==> src/rtl/mdci_map.vh <==
/*
  constants for the drive command interface: register numbers, function
  codes, exception codes, source-select values and command word fields.
  assumes it is included by its bare name from the rtl files.
*/
`ifndef MDCI_MAP_VH
`define MDCI_MAP_VH

// register numbers as carried in the request, zero based
`define MDCI_ADDR_LOGIC_CMD 16'h2000
`define MDCI_ADDR_SPEED_REF 16'h2001
`define MDCI_REG_COUNT 16'h0002

// reset values of the two registers
`define MDCI_RST_LOGIC_CMD 16'h0000
`define MDCI_RST_SPEED_REF 16'h0000

// supported function codes
`define MDCI_FC_READ_HOLD 8'h03
`define MDCI_FC_WRITE_SINGLE 8'h06
`define MDCI_FC_WRITE_MULTI 8'h10

// exception codes returned in the answer
`define MDCI_EXC_NONE 8'h00
`define MDCI_EXC_ILLEGAL_FUNC 8'h01
`define MDCI_EXC_ILLEGAL_ADDR 8'h02
`define MDCI_EXC_ILLEGAL_VALUE 8'h03

// source-select values
`define MDCI_SRC_SERIAL 8'h05
`define MDCI_OUT_SEL_COMM 8'h14

// firmware revision times one hundred, 4.01 and later drive the aux outputs
`define MDCI_FRN_AUX_MIN 16'h0191

// command word field positions
`define MDCI_BIT_STOP 0
`define MDCI_BIT_START 1
`define MDCI_BIT_JOG 2
`define MDCI_BIT_FAULT_CLR 3
`define MDCI_DIR_LSB 4
`define MDCI_BIT_OPTO1 6
`define MDCI_BIT_OPTO2 7
`define MDCI_ACC_LSB 8
`define MDCI_DEC_LSB 10
`define MDCI_FREQ_LSB 12
`define MDCI_BIT_RELAY 15

// two-bit select codes of the direction and rate fields
`define MDCI_SEL_NONE 2'b00
`define MDCI_SEL_ONE 2'b01
`define MDCI_SEL_TWO 2'b10
`define MDCI_SEL_HOLD 2'b11

`endif

==> src/rtl/mdci_cmd_decode.v <==
/*
  decodes an accepted logic command word into request pulses and held
  selections for the drive control logic.
  assumes cmd_load is a one-cycle strobe in the clk domain.
*/
`include "mdci_map.vh"

module mdci_cmd_decode (
  input wire clk,
  input wire resetn,
  input wire ce,
  input wire cmd_load,
  input wire [15:0] cmd_word,
  output reg stop_req,
  output reg start_req,
  output reg jog_req,
  output reg fault_clear_req,
  output reg dir_forward,
  output reg dir_reverse,
  output reg accel_rate2,
  output reg decel_rate2,
  output reg [2:0] freq_source
);

  // 01 selects rate one, 10 rate two, 00 and 11 keep the selection
  function rate_pick;
    input [1:0] code;
    input current;
    begin
      case (code)
        `MDCI_SEL_ONE: rate_pick = 1'b0;
        `MDCI_SEL_TWO: rate_pick = 1'b1;
        default: rate_pick = current;
      endcase
    end
  endfunction

  wire [1:0] dir_code = cmd_word[`MDCI_DIR_LSB+1:`MDCI_DIR_LSB];
  wire [2:0] freq_code = cmd_word[`MDCI_FREQ_LSB+2:`MDCI_FREQ_LSB];

  // request bits pulse once per accepted word, selections hold between words
  always @(posedge clk) begin
    if (!resetn) begin
      stop_req <= 1'b0;
      start_req <= 1'b0;
      jog_req <= 1'b0;
      fault_clear_req <= 1'b0;
      dir_forward <= 1'b0;
      dir_reverse <= 1'b0;
      accel_rate2 <= 1'b0;
      decel_rate2 <= 1'b0;
      freq_source <= 3'h0;
    end else if (ce) begin
      stop_req <= cmd_load & cmd_word[`MDCI_BIT_STOP];
      start_req <= cmd_load & cmd_word[`MDCI_BIT_START];
      jog_req <= cmd_load & cmd_word[`MDCI_BIT_JOG];
      fault_clear_req <= cmd_load & cmd_word[`MDCI_BIT_FAULT_CLR];
      if (cmd_load) begin
        if (dir_code == `MDCI_SEL_ONE || dir_code == `MDCI_SEL_TWO) begin
          dir_forward <= (dir_code == `MDCI_SEL_ONE);
          dir_reverse <= (dir_code == `MDCI_SEL_TWO);
        end
        accel_rate2 <= rate_pick(cmd_word[`MDCI_ACC_LSB+1:`MDCI_ACC_LSB], accel_rate2);
        decel_rate2 <= rate_pick(cmd_word[`MDCI_DEC_LSB+1:`MDCI_DEC_LSB], decel_rate2);
        if (freq_code != 3'h0) begin
          freq_source <= freq_code;
        end
      end
    end
  end

endmodule // mdci_cmd_decode

==> src/rtl/mdci_aux_out.v <==
/*
  drives the two opto outputs and the changeover relay from the stored
  command word when each output is assigned to the serial port and the firmware revision is 4.01 or later.
  assumes selects and firmware revision are quasi-static inputs on clk.
*/
`include "mdci_map.vh"

module mdci_aux_out #(
  parameter N_OUT = 3
) (
  input wire clk,
  input wire resetn,
  input wire ce,
  input wire [N_OUT-1:0] cmd_bits,
  input wire [8*N_OUT-1:0] out_selects,
  input wire [15:0] firmware_revision,
  output wire [N_OUT-1:0] aux_out
);

  // older firmware ignores these command bits entirely
  wire fw_has_aux = (firmware_revision >= `MDCI_FRN_AUX_MIN);
  reg [N_OUT-1:0] aux_reg;

  genvar k;
  generate
    for (k = 0; k < N_OUT; k = k + 1) begin : g_out
      // an output follows its bit only while its select names the port
      always @(posedge clk) begin
        if (!resetn) begin
          aux_reg[k] <= 1'b0;
        end else if (ce) begin
          aux_reg[k] <= fw_has_aux & (out_selects[8*k+7:8*k] == `MDCI_OUT_SEL_COMM) & cmd_bits[k];
        end
      end
    end
  endgenerate

  assign aux_out = aux_reg;

endmodule // mdci_aux_out

==> src/rtl/mdci_cmd_if.v <==
/*
  drive command interface: takes decoded Modbus RTU requests (function,
  register number, quantity, data words), keeps the logic command and
  speed reference registers and answers reads, writes and exceptions.
  reads walk the register numbers upward and return one word per cycle.
  a write refused by its source select still gets a normal answer, it only
  leaves the register and the decoded outputs alone.
  exception answers leave both registers and every decoded output untouched.
  every answer is a single-cycle RSP_VALID pulse with the code held after.
  all state holds while CE is low; reset does not wait for CE.
  assumes framing, CRC and node addressing are done upstream and that all
  inputs are synchronous to CLK.
*/
`include "mdci_map.vh"

module mdci_cmd_if (
  input wire CLK,
  input wire RESETN,
  input wire CE,
  input wire REQ_VALID,
  output wire REQ_READY,
  input wire [7:0] REQ_FUNC,
  input wire [15:0] REQ_ADDR,
  input wire [15:0] REQ_QTY,
  input wire [15:0] REQ_DATA,
  input wire WR_VALID,
  output wire WR_READY,
  input wire [15:0] WR_DATA,
  output wire RD_VALID,
  output wire [15:0] RD_DATA,
  output wire RSP_VALID,
  output wire RSP_EXCEPTION,
  output wire [7:0] RSP_CODE,
  input wire [7:0] START_SOURCE_SELECT,
  input wire [7:0] SPEED_REFERENCE_SELECT,
  input wire [7:0] OPTO1_OUTPUT_SELECT,
  input wire [7:0] OPTO2_OUTPUT_SELECT,
  input wire [7:0] RELAY_OUTPUT_SELECT,
  input wire [15:0] FIRMWARE_REVISION,
  output wire [15:0] LOGIC_COMMAND,
  output wire [15:0] SPEED_REFERENCE,
  output wire CMD_STROBE,
  output wire STOP_REQ,
  output wire START_REQ,
  output wire JOG_REQ,
  output wire FAULT_CLEAR_REQ,
  output wire DIR_FORWARD,
  output wire DIR_REVERSE,
  output wire ACCEL_RATE2,
  output wire DECEL_RATE2,
  output wire [2:0] FREQ_SOURCE,
  output wire OPTO1_OUT,
  output wire OPTO2_OUT,
  output wire RELAY_OUT
);

  // frame sequencer states: wait, stream read words, take write words, answer
  localparam [1:0] ST_IDLE = 2'b00;
  localparam [1:0] ST_READ = 2'b01;
  localparam [1:0] ST_WRITE = 2'b10;
  localparam [1:0] ST_DONE = 2'b11;

  // request check: function first, then quantity, then address range
  function [7:0] req_check;
    input [7:0] func;
    input [15:0] addr;
    input [15:0] qty;
    reg [16:0] last;
    begin
      last = {1'b0, addr} + {1'b0, qty} - 17'h00001;
      if (func != `MDCI_FC_READ_HOLD && func != `MDCI_FC_WRITE_SINGLE &&
          func != `MDCI_FC_WRITE_MULTI) begin
        req_check = `MDCI_EXC_ILLEGAL_FUNC;
      end else if (qty == 16'h0000 || qty > `MDCI_REG_COUNT) begin
        req_check = `MDCI_EXC_ILLEGAL_VALUE;
      end else if (addr < `MDCI_ADDR_LOGIC_CMD || last > {1'b0, `MDCI_ADDR_SPEED_REF}) begin
        req_check = `MDCI_EXC_ILLEGAL_ADDR;
      end else begin
        req_check = `MDCI_EXC_NONE;
      end
    end
  endfunction

  // sequencer state and frame bookkeeping
  reg [1:0] state_reg;
  reg [1:0] state_next;
  reg [15:0] addr_reg;
  reg [15:0] addr_next;
  reg [15:0] left_reg;
  reg [15:0] left_next;

  // answer registers towards the framer
  reg rd_valid_reg;
  reg rd_valid_next;
  reg [15:0] rd_data_reg;
  reg [15:0] rd_data_next;
  reg rsp_valid_reg;
  reg rsp_valid_next;
  reg [7:0] rsp_code_reg;
  reg [7:0] rsp_code_next;

  // holding registers and the command strobe
  reg [15:0] cmd_reg;
  reg [15:0] ref_reg;
  reg cmd_strobe_reg;

  // write port, steered by the sequencer
  reg wr_en;
  reg [15:0] wr_addr;
  reg [15:0] wr_data;

  // one decoded RTU request or data word per edge with valid and ready high
  wire req_take = REQ_VALID & REQ_READY;
  wire wr_take = WR_VALID & WR_READY;
  // a single write always carries one word
  wire [15:0] req_qty = (REQ_FUNC == `MDCI_FC_WRITE_SINGLE) ? 16'h0001 : REQ_QTY;
  // exception code of the request on the bus, zero when it can be served
  wire [7:0] req_exc = req_check(REQ_FUNC, REQ_ADDR, req_qty);

  // writes gated by the owning source select
  wire cmd_load = wr_en & (wr_addr == `MDCI_ADDR_LOGIC_CMD) &
                  (START_SOURCE_SELECT == `MDCI_SRC_SERIAL);
  wire ref_load = wr_en & (wr_addr == `MDCI_ADDR_SPEED_REF) &
                  (SPEED_REFERENCE_SELECT == `MDCI_SRC_SERIAL);

  // handshakes: requests in idle, data words in the write phase
  assign REQ_READY = CE & (state_reg == ST_IDLE);
  assign WR_READY = CE & (state_reg == ST_WRITE);

  // frame sequencer and write-port selection
  always @* begin
    state_next = state_reg;
    addr_next = addr_reg;
    left_next = left_reg;
    rd_valid_next = 1'b0;
    rd_data_next = rd_data_reg;
    rsp_valid_next = 1'b0;
    rsp_code_next = rsp_code_reg;
    wr_en = 1'b0;
    wr_addr = REQ_ADDR;
    wr_data = REQ_DATA;
    case (state_reg)
      ST_IDLE: begin
        if (req_take) begin
          addr_next = REQ_ADDR;
          left_next = req_qty;
          if (req_exc != `MDCI_EXC_NONE) begin
            rsp_valid_next = 1'b1;
            rsp_code_next = req_exc;
          end else begin
            rsp_code_next = `MDCI_EXC_NONE;
            case (REQ_FUNC)
              `MDCI_FC_WRITE_SINGLE: begin
                wr_en = 1'b1;
                rsp_valid_next = 1'b1;
              end
              `MDCI_FC_READ_HOLD: begin
                state_next = ST_READ;
              end
              default: begin
                state_next = ST_WRITE;
              end
            endcase
          end
        end
      end
      ST_READ: begin
        rd_valid_next = 1'b1;
        rd_data_next = (addr_reg == `MDCI_ADDR_LOGIC_CMD) ? cmd_reg : ref_reg;
        addr_next = addr_reg + 16'h0001;
        left_next = left_reg - 16'h0001;
        if (left_reg == 16'h0001) begin
          state_next = ST_DONE;
        end
      end
      ST_WRITE: begin
        wr_addr = addr_reg;
        wr_data = WR_DATA;
        if (wr_take) begin
          wr_en = 1'b1;
          addr_next = addr_reg + 16'h0001;
          left_next = left_reg - 16'h0001;
          if (left_reg == 16'h0001) begin
            state_next = ST_DONE;
          end
        end
      end
      ST_DONE: begin
        rsp_valid_next = 1'b1;
        state_next = ST_IDLE;
      end
      default: begin
        state_next = ST_IDLE;
      end
    endcase
  end

  // sequencer and answer flip-flops
  always @(posedge CLK) begin
    if (!RESETN) begin
      state_reg <= ST_IDLE;
      addr_reg <= 16'h0000;
      left_reg <= 16'h0000;
      rd_valid_reg <= 1'b0;
      rd_data_reg <= 16'h0000;
      rsp_valid_reg <= 1'b0;
      rsp_code_reg <= `MDCI_EXC_NONE;
    end else if (CE) begin
      state_reg <= state_next;
      addr_reg <= addr_next;
      left_reg <= left_next;
      rd_valid_reg <= rd_valid_next;
      rd_data_reg <= rd_data_next;
      rsp_valid_reg <= rsp_valid_next;
      rsp_code_reg <= rsp_code_next;
    end
  end

  // the two holding registers, value in tenths of a hertz for the reference
  always @(posedge CLK) begin
    if (!RESETN) begin
      cmd_reg <= `MDCI_RST_LOGIC_CMD;
      ref_reg <= `MDCI_RST_SPEED_REF;
      cmd_strobe_reg <= 1'b0;
    end else if (CE) begin
      cmd_strobe_reg <= cmd_load;
      if (cmd_load) begin
        cmd_reg <= wr_data;
      end
      if (ref_load) begin
        ref_reg <= wr_data;
      end
    end
  end

  // command word decoder, fed from the same write port as the register
  mdci_cmd_decode u_decode (
    .clk(CLK),
    .resetn(RESETN),
    .ce(CE),
    .cmd_load(cmd_load),
    .cmd_word(wr_data),
    .stop_req(STOP_REQ),
    .start_req(START_REQ),
    .jog_req(JOG_REQ),
    .fault_clear_req(FAULT_CLEAR_REQ),
    .dir_forward(DIR_FORWARD),
    .dir_reverse(DIR_REVERSE),
    .accel_rate2(ACCEL_RATE2),
    .decel_rate2(DECEL_RATE2),
    .freq_source(FREQ_SOURCE)
  );

  // aux outputs: index 0 opto 1, index 1 opto 2, index 2 relay
  wire [2:0] aux_out;

  mdci_aux_out #(
    .N_OUT(3)
  ) u_aux (
    .clk(CLK),
    .resetn(RESETN),
    .ce(CE),
    .cmd_bits({cmd_reg[`MDCI_BIT_RELAY], cmd_reg[`MDCI_BIT_OPTO2], cmd_reg[`MDCI_BIT_OPTO1]}),
    .out_selects({RELAY_OUTPUT_SELECT, OPTO2_OUTPUT_SELECT, OPTO1_OUTPUT_SELECT}),
    .firmware_revision(FIRMWARE_REVISION),
    .aux_out(aux_out)
  );

  assign OPTO1_OUT = aux_out[0];
  assign OPTO2_OUT = aux_out[1];
  assign RELAY_OUT = aux_out[2];

  // read and answer views of the flip-flops
  assign RD_VALID = rd_valid_reg;
  assign RD_DATA = rd_data_reg;
  assign RSP_VALID = rsp_valid_reg;
  assign RSP_EXCEPTION = (rsp_code_reg != `MDCI_EXC_NONE);
  assign RSP_CODE = rsp_code_reg;

  // stored registers and the command strobe
  assign LOGIC_COMMAND = cmd_reg;
  assign SPEED_REFERENCE = ref_reg;
  assign CMD_STROBE = cmd_strobe_reg;

endmodule // mdci_cmd_if

==> config.mk <==
export PLATFORM = sky130hd
export DESIGN_NAME = mdci_cmd_if
export DESIGN_NICKNAME = d
export VERILOG_FILES = /design/src/rtl/mdci_cmd_decode.v /design/src/rtl/mdci_aux_out.v /design/src/rtl/mdci_cmd_if.v
export VERILOG_INCLUDE_DIRS = /design/src /design/src/rtl
export SDC_FILE = /design/constraint.sdc
export NUM_CORES = 1
export LEC_CHECK = 0
export BUFFER_PORTS_ARGS = -buffer_cell sky130_fd_sc_hd__buf_2
export CORE_MARGIN = 10
export CORE_UTILIZATION = 36
export CTS_CLUSTER_DIAMETER = 100
export DETAILED_ROUTE_END_ITERATION = 16
export SKIP_CTS_REPAIR_TIMING = 1
export SYNTH_ARGS = -nofsm -noshare
export SYNTH_HDL_FRONTEND = slang
export SYNTH_SLANG_ARGS = --single-unit
==> constraint.sdc <==
create_clock -name CLK -period 5.8 [get_ports CLK]
set_input_delay 1.16 -clock CLK [delete_from_list [all_inputs] [get_ports CLK]]
set_output_delay 1.16 -clock CLK [all_outputs]
set_load 0.01 [all_outputs]
==> results of run 1 <==
-- per-stage QoR --
| step | std cells | instance area (um2) |
|---|---|---|
| after global routing | 1277 | 8080 |
| after global placement | 1261 | 7760 |
| final | 1277 | 8080 |
| after CTS | 1277 | 8080 |
| after detailed placement | 1261 | 7760 |
| after floorplan | 878 | 6650 |
-- how the worst min path moves through the flow --
stage / from / end / slack (ps) / cells past startpoint
after floorplan: left_reg[10] / left_reg[10] / 450 / 2
after global placement: LOGIC_COMMAND[4] / LOGIC_COMMAND[4] / 450 / 2
after detailed placement: LOGIC_COMMAND[1] / LOGIC_COMMAND[1] / 460 / 2
after CTS: LOGIC_COMMAND[1] / LOGIC_COMMAND[1] / 470 / 2
after global routing: LOGIC_COMMAND[4] / LOGIC_COMMAND[4] / 490 / 2
final: LOGIC_COMMAND[1] / LOGIC_COMMAND[1] / 470 / 2
-- report_power, final --
part	switching, mW	internal (mW)
Sequential	0.0136	0.707
Clock	0.307	0.350
Combinational	0.202	0.146
-- cells in the final DEF, fill, tap and decap left out, types with 7 or more instances in the layout --
cell type	netlist	routed
a211oi_1	27	27
a21oi_1	102	102
and2_1	8	8
and3_1	11	11
buf_2	4	202
buf_4	9	7
clkbuf_16	0	9
dfxtp_1	101	101
ha_1	45	45
inv_1	67	66
mux2_2	16	16
mux2i_1	16	16
nand2_1	94	94
nand3_1	17	17
nand4_1	11	11
nor2_1	78	76
nor3_1	31	31
nor4_1	28	28
nor4b_1	9	9
o21ai_0	41	41
o22ai_1	10	10
or3_1	7	7
-- worst max-delay path, delay by kind of cell --
family | cells | cell delay (ps)
AO/OA/AOI/OAI | 6 | 1760
adder cells (fa/ha/maj) | 3 | 790
buffers and inverters | 4 | 390
AND/OR/NAND/NOR | 6 | 1420
-- synth_stat cells (all sizes together), types with 16 or more instances --
cell	instances
nor4	29
inv	67
mux2i	16
ha	45
nor2	78
nor3	31
o21ai	43
nand3	17
nand2	94
clkbuf	39
a21oi	102
dfxtp	101
buf	16
mux2	16
a211oi	27
-- cell type report --
class                      instances  area share
multi-input combinational        654       0.511
sequential                       101       0.250
clock buffer                       9      0.0279
timing repair buffer             209       0.132
inverter                          68      0.0316
tap                              229      0.0355
clock inverter                     7      0.0118
-- kinds of logic (layout without fill, tap and decap cells) --
group | after synthesis | after routing | synth area share
multiplexers | 32 | 32 | 0.0513
flip-flops | 101 | 101 | 0.305
other | 1 | 6 | 0.000566
buffers and inverters | 123 | 293 | 0.0755
AND/OR/NAND/NOR | 322 | 322 | 0.239
AO/OA/AOI/OAI | 243 | 243 | 0.234
XOR/XNOR | 5 | 5 | 0.00661
adder cells (fa/ha/maj) | 46 | 46 | 0.0880
-- metal layers --
metal / track usage / vias to the layer above
li1: - / 3478
met2: 0.305 / 243
met5: 0 / -
met4: 0.0557 / 0
met1: 0.239 / 3246
met3: 0.0499 / 23
==> results.sh, run 1 <==
export IMPL_outcome="complete, no violations"
export IMPL_antenna_left=0
export IMPL_floorplan_core_area_um2=18000
export IMPL_synthesis_area_um2=6630
export IMPL_dr_first_iter_drc_count=474
export IMPL_worstMarginPinSlew_ps=1230
export IMPL_synth_top_area_cell="dfxtp_1"
export IMPL_maxUsedRoutingLayer="met4"
export IMPL_ff_latch_area_um2=2020
export IMPL_detailed_route_drc_error_count=0
export IMPL_finClkSkew_ps=21.4
export IMPL_dpl_worst_slack_ps=194
export IMPL_crit_path_end="u_decode.decel_rate2"
export IMPL_clock_sinks=101
export IMPL_place_hpwl_mm=18.4
export IMPL_synth_edf_count=0
export IMPL_max_cap_viols=0
export IMPL_final_period_minus_worst_setup_slack_ps=5260
export IMPL_syn_area_per_cell_um2=7.59
export IMPL_crit_required_ps=6080
export IMPL_max_clock_path_buffers=2
export IMPL_final_core_density=0.448
export IMPL_fin_ws_ps=543
export IMPL_reg2reg_path_depth=11
export IMPL_clk_pin_slew_worst_paths_ps=80
export IMPL_nNetsFinal=1222
export IMPL_yosys_top_cells_area="dfxtp_1 (31%), ha_1 (8.5%), a21oi_1 (7.7%)"
export IMPL_report_final_slew_viol_count=0
export IMPL_critical_path_max_stage_delay_ps=500
export IMPL_post_drt_via_cell_ratio=5.47
export IMPL_io_buffers=202
export IMPL_layout_worst_path_cycle_share=0.906
export IMPL_die_x_um=156
export IMPL_rsz0062_at_grt="no"
export IMPL_cp_max_fo=23
export IMPL_setup_violations=0
export IMPL_timing_hold_ws_ps=470
export IMPL_min_delay_path_class="reg2reg"
export IMPL_worst_r2r_startpoint="state_reg[0]"
export IMPL_post_synth_num_cell_types=76
export IMPL_ys_flop_type="dfxtp_1"
export IMPL_ctsHtreeMaxLevel=3
export IMPL_multi_input_area_um2=4130
export IMPL_cp_start_kind="primary input"
export IMPL_clk_insertion_delay_late_ps=360
export IMPL_met2RoutedLength_mm=10.9
export IMPL_synthesis_instances=873
export IMPL_drive_gt1_frac=0.250
export IMPL_cts_tree="done"
export IMPL_final_fill_count=1897
export IMPL_power_per_cell_area_nw_per_um2=214
export IMPL_irDropWorstVdd_mv=0.169
export IMPL_arrival_ps=5540
export IMPL_total_power_mw=1.72
export IMPL_grt_usage=0.188
export IMPL_synth_top_cell_area_share=0.305
export IMPL_num_antenna_cells=0
export IMPL_die_area_um2=24200
export IMPL_critical_path_slowest_cell="a41o_2"
export IMPL_crit_path_end_kind="flip-flop"
export IMPL_reg2reg_to="u_decode.decel_rate2"
export IMPL_antenna_found_initial=0
export IMPL_slew_headroom=0.179
export IMPL_detail_route_wl_per_cell_um=18.5
export IMPL_global_route_overflow=0
export IMPL_timing_setup_tns_ps=0
export IMPL_hold_fails_final_rpt=0
export IMPL_timing_reg2reg_setup_slack_ps=2070
export IMPL_grt_start_max_net_pins=64
export IMPL_chipHeight_um=156
export IMPL_grt_pass1_wl_mm=37.2
export IMPL_yosysSeqAreaShare=0.305
export IMPL_route_met3_wl_mm=1.60
export IMPL_routed_via_count=6990
export IMPL_ys_seq_elements=101
export IMPL_finalWeightedCongestion=0.898
export IMPL_warning_count_from_the_yosys_run=0
export IMPL_drt_pass1_iterations=5
export IMPL_worstPathCellList="buf_2, nor4_1, buf_4, nand4b_1, nand2_1, ha_1, inv_1, ha_1, inv_1, fa_1, and2b_1, o2111ai_1, a21boi_0, o2111ai_1, nor4_1, a41o_2, a41o_2, nand3b_1, a21oi_1"
export IMPL_fmaxAchievable_mhz=190
export IMPL_grt_pass1_vias=6907
export IMPL_static_leakage_power_nw=3.52
export IMPL_buffer_type_at_the_clock_tree_root="clkbuf_16"
export IMPL_worstSetupStartpoint="REQ_FUNC[3]"
export IMPL_asyncSetResetFlopFracSynth=0
export IMPL_tritoncts_num_buffers=9
export IMPL_path_class="in2reg"
export IMPL_area_growth_pct=21.9
export IMPL_io_pins=209
export IMPL_total_routed_wire_length_on_the_met1_layer_mm=10.7
export IMPL_postRouteWirelength_mm=23.6
export IMPL_placementRows=49
export IMPL_floorplan_initialDensity=0.368
Power figures use the tool's default switching activity.
==> run 2, diff against run 1 <==
--- a/config.mk
+++ b/config.mk
@@ -11,6 +11,7 @@
 export CORE_UTILIZATION = 36
 export CTS_CLUSTER_DIAMETER = 100
 export DETAILED_ROUTE_END_ITERATION = 16
+export GPL_TIMING_DRIVEN = 0
 export SKIP_CTS_REPAIR_TIMING = 1
 export SYNTH_ARGS = -nofsm -noshare
 export SYNTH_HDL_FRONTEND = slang
==> run 2 against run 1 <==
  * Clock power fell by 7.8%
  * Sequential share of layout area decreased by 0.58 points
  * Worst hold slack worse by 4.6 ps
  * Non-clock buffer count rose by 48
  * Combinational power up 5%
  * Final cell count increased by 3.8%
  * Via count up 4.1%
  * Clock skew decreased by 10 ps
  * First-iteration DRC count is 16% higher
  * Critical path type unchanged
  * Largest power group unchanged
  * Highest routed layer unchanged
==> results.sh, run 2 (same netlist as run 1, synthesis figures left out) <==
export IMPL_die_x_um=156
export IMPL_detail_route_wl_per_cell_um=19.3
export IMPL_layout_worst_path_cycle_share=0.943
export IMPL_drt_pass1_iterations=5
export IMPL_place_hpwl_mm=20.3
export IMPL_slew_headroom=0.433
export IMPL_die_area_um2=24200
export IMPL_hold_fails_final_rpt=0
export IMPL_arrival_ps=5680
export IMPL_timing_reg2reg_setup_slack_ps=2470
export IMPL_io_pins=209
export IMPL_antenna_found_initial=1
export IMPL_share_comb_of_total_power=0.216
export IMPL_cp_max_fo=10
export IMPL_final_period_minus_worst_setup_slack_ps=5470
export IMPL_finClkSkew_ps=11.2
export IMPL_grt_pass1_wl_mm=39.8
export IMPL_drive_gt1_frac=0.246
export IMPL_crit_path_end="u_decode.dir_forward"
export IMPL_dr_first_iter_drc_count=548
export IMPL_dp_cells=1307
export IMPL_fin_ws_ps=332
export IMPL_pwr_share_clk=0.358
export IMPL_crit_path_end_kind="flip-flop"
export IMPL_clock_sinks=101
export IMPL_clk_insertion_delay_late_ps=360
export IMPL_area_growth_pct=24.7
export IMPL_power_per_cell_area_nw_per_um2=205
export IMPL_irDropWorstVdd_mv=0.153
export IMPL_finalNonFillerCells=1325
export IMPL_finalWeightedCongestion=0.942
export IMPL_p_switching_mw=0.515
export IMPL_worst_r2r_startpoint="state_reg[0]"
export IMPL_timing_setup_tns_ps=0
export IMPL_layout_cell_area_non_filler_um2=8270
export IMPL_max_cap_viols=0
export IMPL_power_share_switching=0.305
export IMPL_static_leakage_power_nw=3.60
export IMPL_setup_violations=0
export IMPL_grt_pass1_vias=7366
export IMPL_final_common_cell="buf_2"
export IMPL_detailed_route_drc_error_count=0
export IMPL_tritoncts_num_buffers=9
export IMPL_grt_start_max_net_pins=17
export IMPL_max_clock_path_buffers=2
export IMPL_dpl_worst_slack_ps=-647
export IMPL_path_class="in2reg"
export IMPL_clk_pin_slew_worst_paths_ps=70
export IMPL_post_drt_via_cell_ratio=5.49
export IMPL_reg2reg_to="SPEED_REFERENCE[13]"
export IMPL_layout_cells_most_common_list="buf_2 (203), a21oi_1 (102), dfxtp_1 (101)"
export IMPL_routed_via_count=7275
export IMPL_crit_required_ps=6010
export IMPL_worstSetupStartpoint="REQ_FUNC[3]"
export IMPL_report_final_slew_viol_count=0
export IMPL_reg2reg_path_depth=9
export IMPL_floorplan_initialDensity=0.368
export IMPL_outcome="complete, no violations"
export IMPL_chipHeight_um=156
export IMPL_buffer_type_at_the_clock_tree_root="clkbuf_16"
export IMPL_postRouteWirelength_mm=25.6
export IMPL_cp_start_kind="primary input"
export IMPL_nNetsFinal=1270
export IMPL_antenna_left=0
export IMPL_io_buffers=200
export IMPL_grt_usage=0.204
export IMPL_ctsHtreeMaxLevel=3
export IMPL_internal_power_mw=1.18
export IMPL_floorplan_core_area_um2=18000
export IMPL_power_sequential_fraction=0.426
export IMPL_cts_tree="done"
export IMPL_min_delay_path_class="reg2reg"
export IMPL_worstMarginPinSlew_ps=847
export IMPL_placementRows=49
export IMPL_global_route_overflow=0
export IMPL_fmaxAchievable_mhz=183
export IMPL_total_placed_instance_area_um2=7940
==> run 2: critical path: stages <==
cell,delay (ps)
buf_2,110
nor4_4,330
nand4b_1,210
clkbuf_2,250
nand2_1,230
ha_1,270
inv_1,60
ha_1,160
inv_1,50
fa_1,390
and2b_1,250
o2111ai_1,230
a21boi_2,260
o2111ai_1,170
nor4_2,340
a41o_2,390
a41oi_2,270
buf_4,290
o21ai_0,160
a21oi_1,90
==> run 2: how the worst min path moves through the flow <==
stage	startpoint	to	slack (ps)	cells after the start
3_5_place_dp	LOGIC_COMMAND[10]	LOGIC_COMMAND[10]	460	2
3_3_place_gp	LOGIC_COMMAND[4]	LOGIC_COMMAND[4]	450	2
5_1_grt	LOGIC_COMMAND[5]	LOGIC_COMMAND[5]	500	2
2_1_floorplan	left_reg[10]	left_reg[10]	450	2
6_report	LOGIC_COMMAND[4]	LOGIC_COMMAND[4]	470	2
4_1_cts	LOGIC_COMMAND[10]	LOGIC_COMMAND[10]	470	2
==> run 2: power groups by stage <==
stage          clock network (mW)  registers (mW)  logic, mW
6_report                    0.605           0.721      0.366
5_1_grt                     0.629           0.723      0.405
4_1_cts                     0.606           0.720      0.354
3_5_place_dp                    0           0.736      0.352
3_3_place_gp                    0           0.736      0.350
2_1_floorplan                   0           0.733      0.230
==> run 2: area by class of cell <==
class                   count  area, um2
multi-input cells         654       4150
plain buffers              55        250
clock inverters             4       32.5
clock buffers              11        253
flip-flops and latches    101       2020
well taps                 229        287
inverters                  68        255
repair buffers            202       1020
fillers                  1903       9760
diodes                      1       2.50
==> run 2: through the flow <==
step,hold slack [ps],power [mW],util
3_3_place_gp,451,1.09,0.440
4_1_cts,466,1.68,0.456
6_report,465,1.69,0.459
2_1_floorplan,446,0.963,-
3_5_place_dp,457,1.09,0.440
5_1_grt,502,1.76,0.459
==> run 2: layer usage <==
metal,global-route usage,up-vias,wire (um)
met5,0,-,0
li1,-,3579,-
met3,0.0499,33,2290
met2,0.335,324,11800
met1,0.256,3339,10900
met4,0.0695,0,554
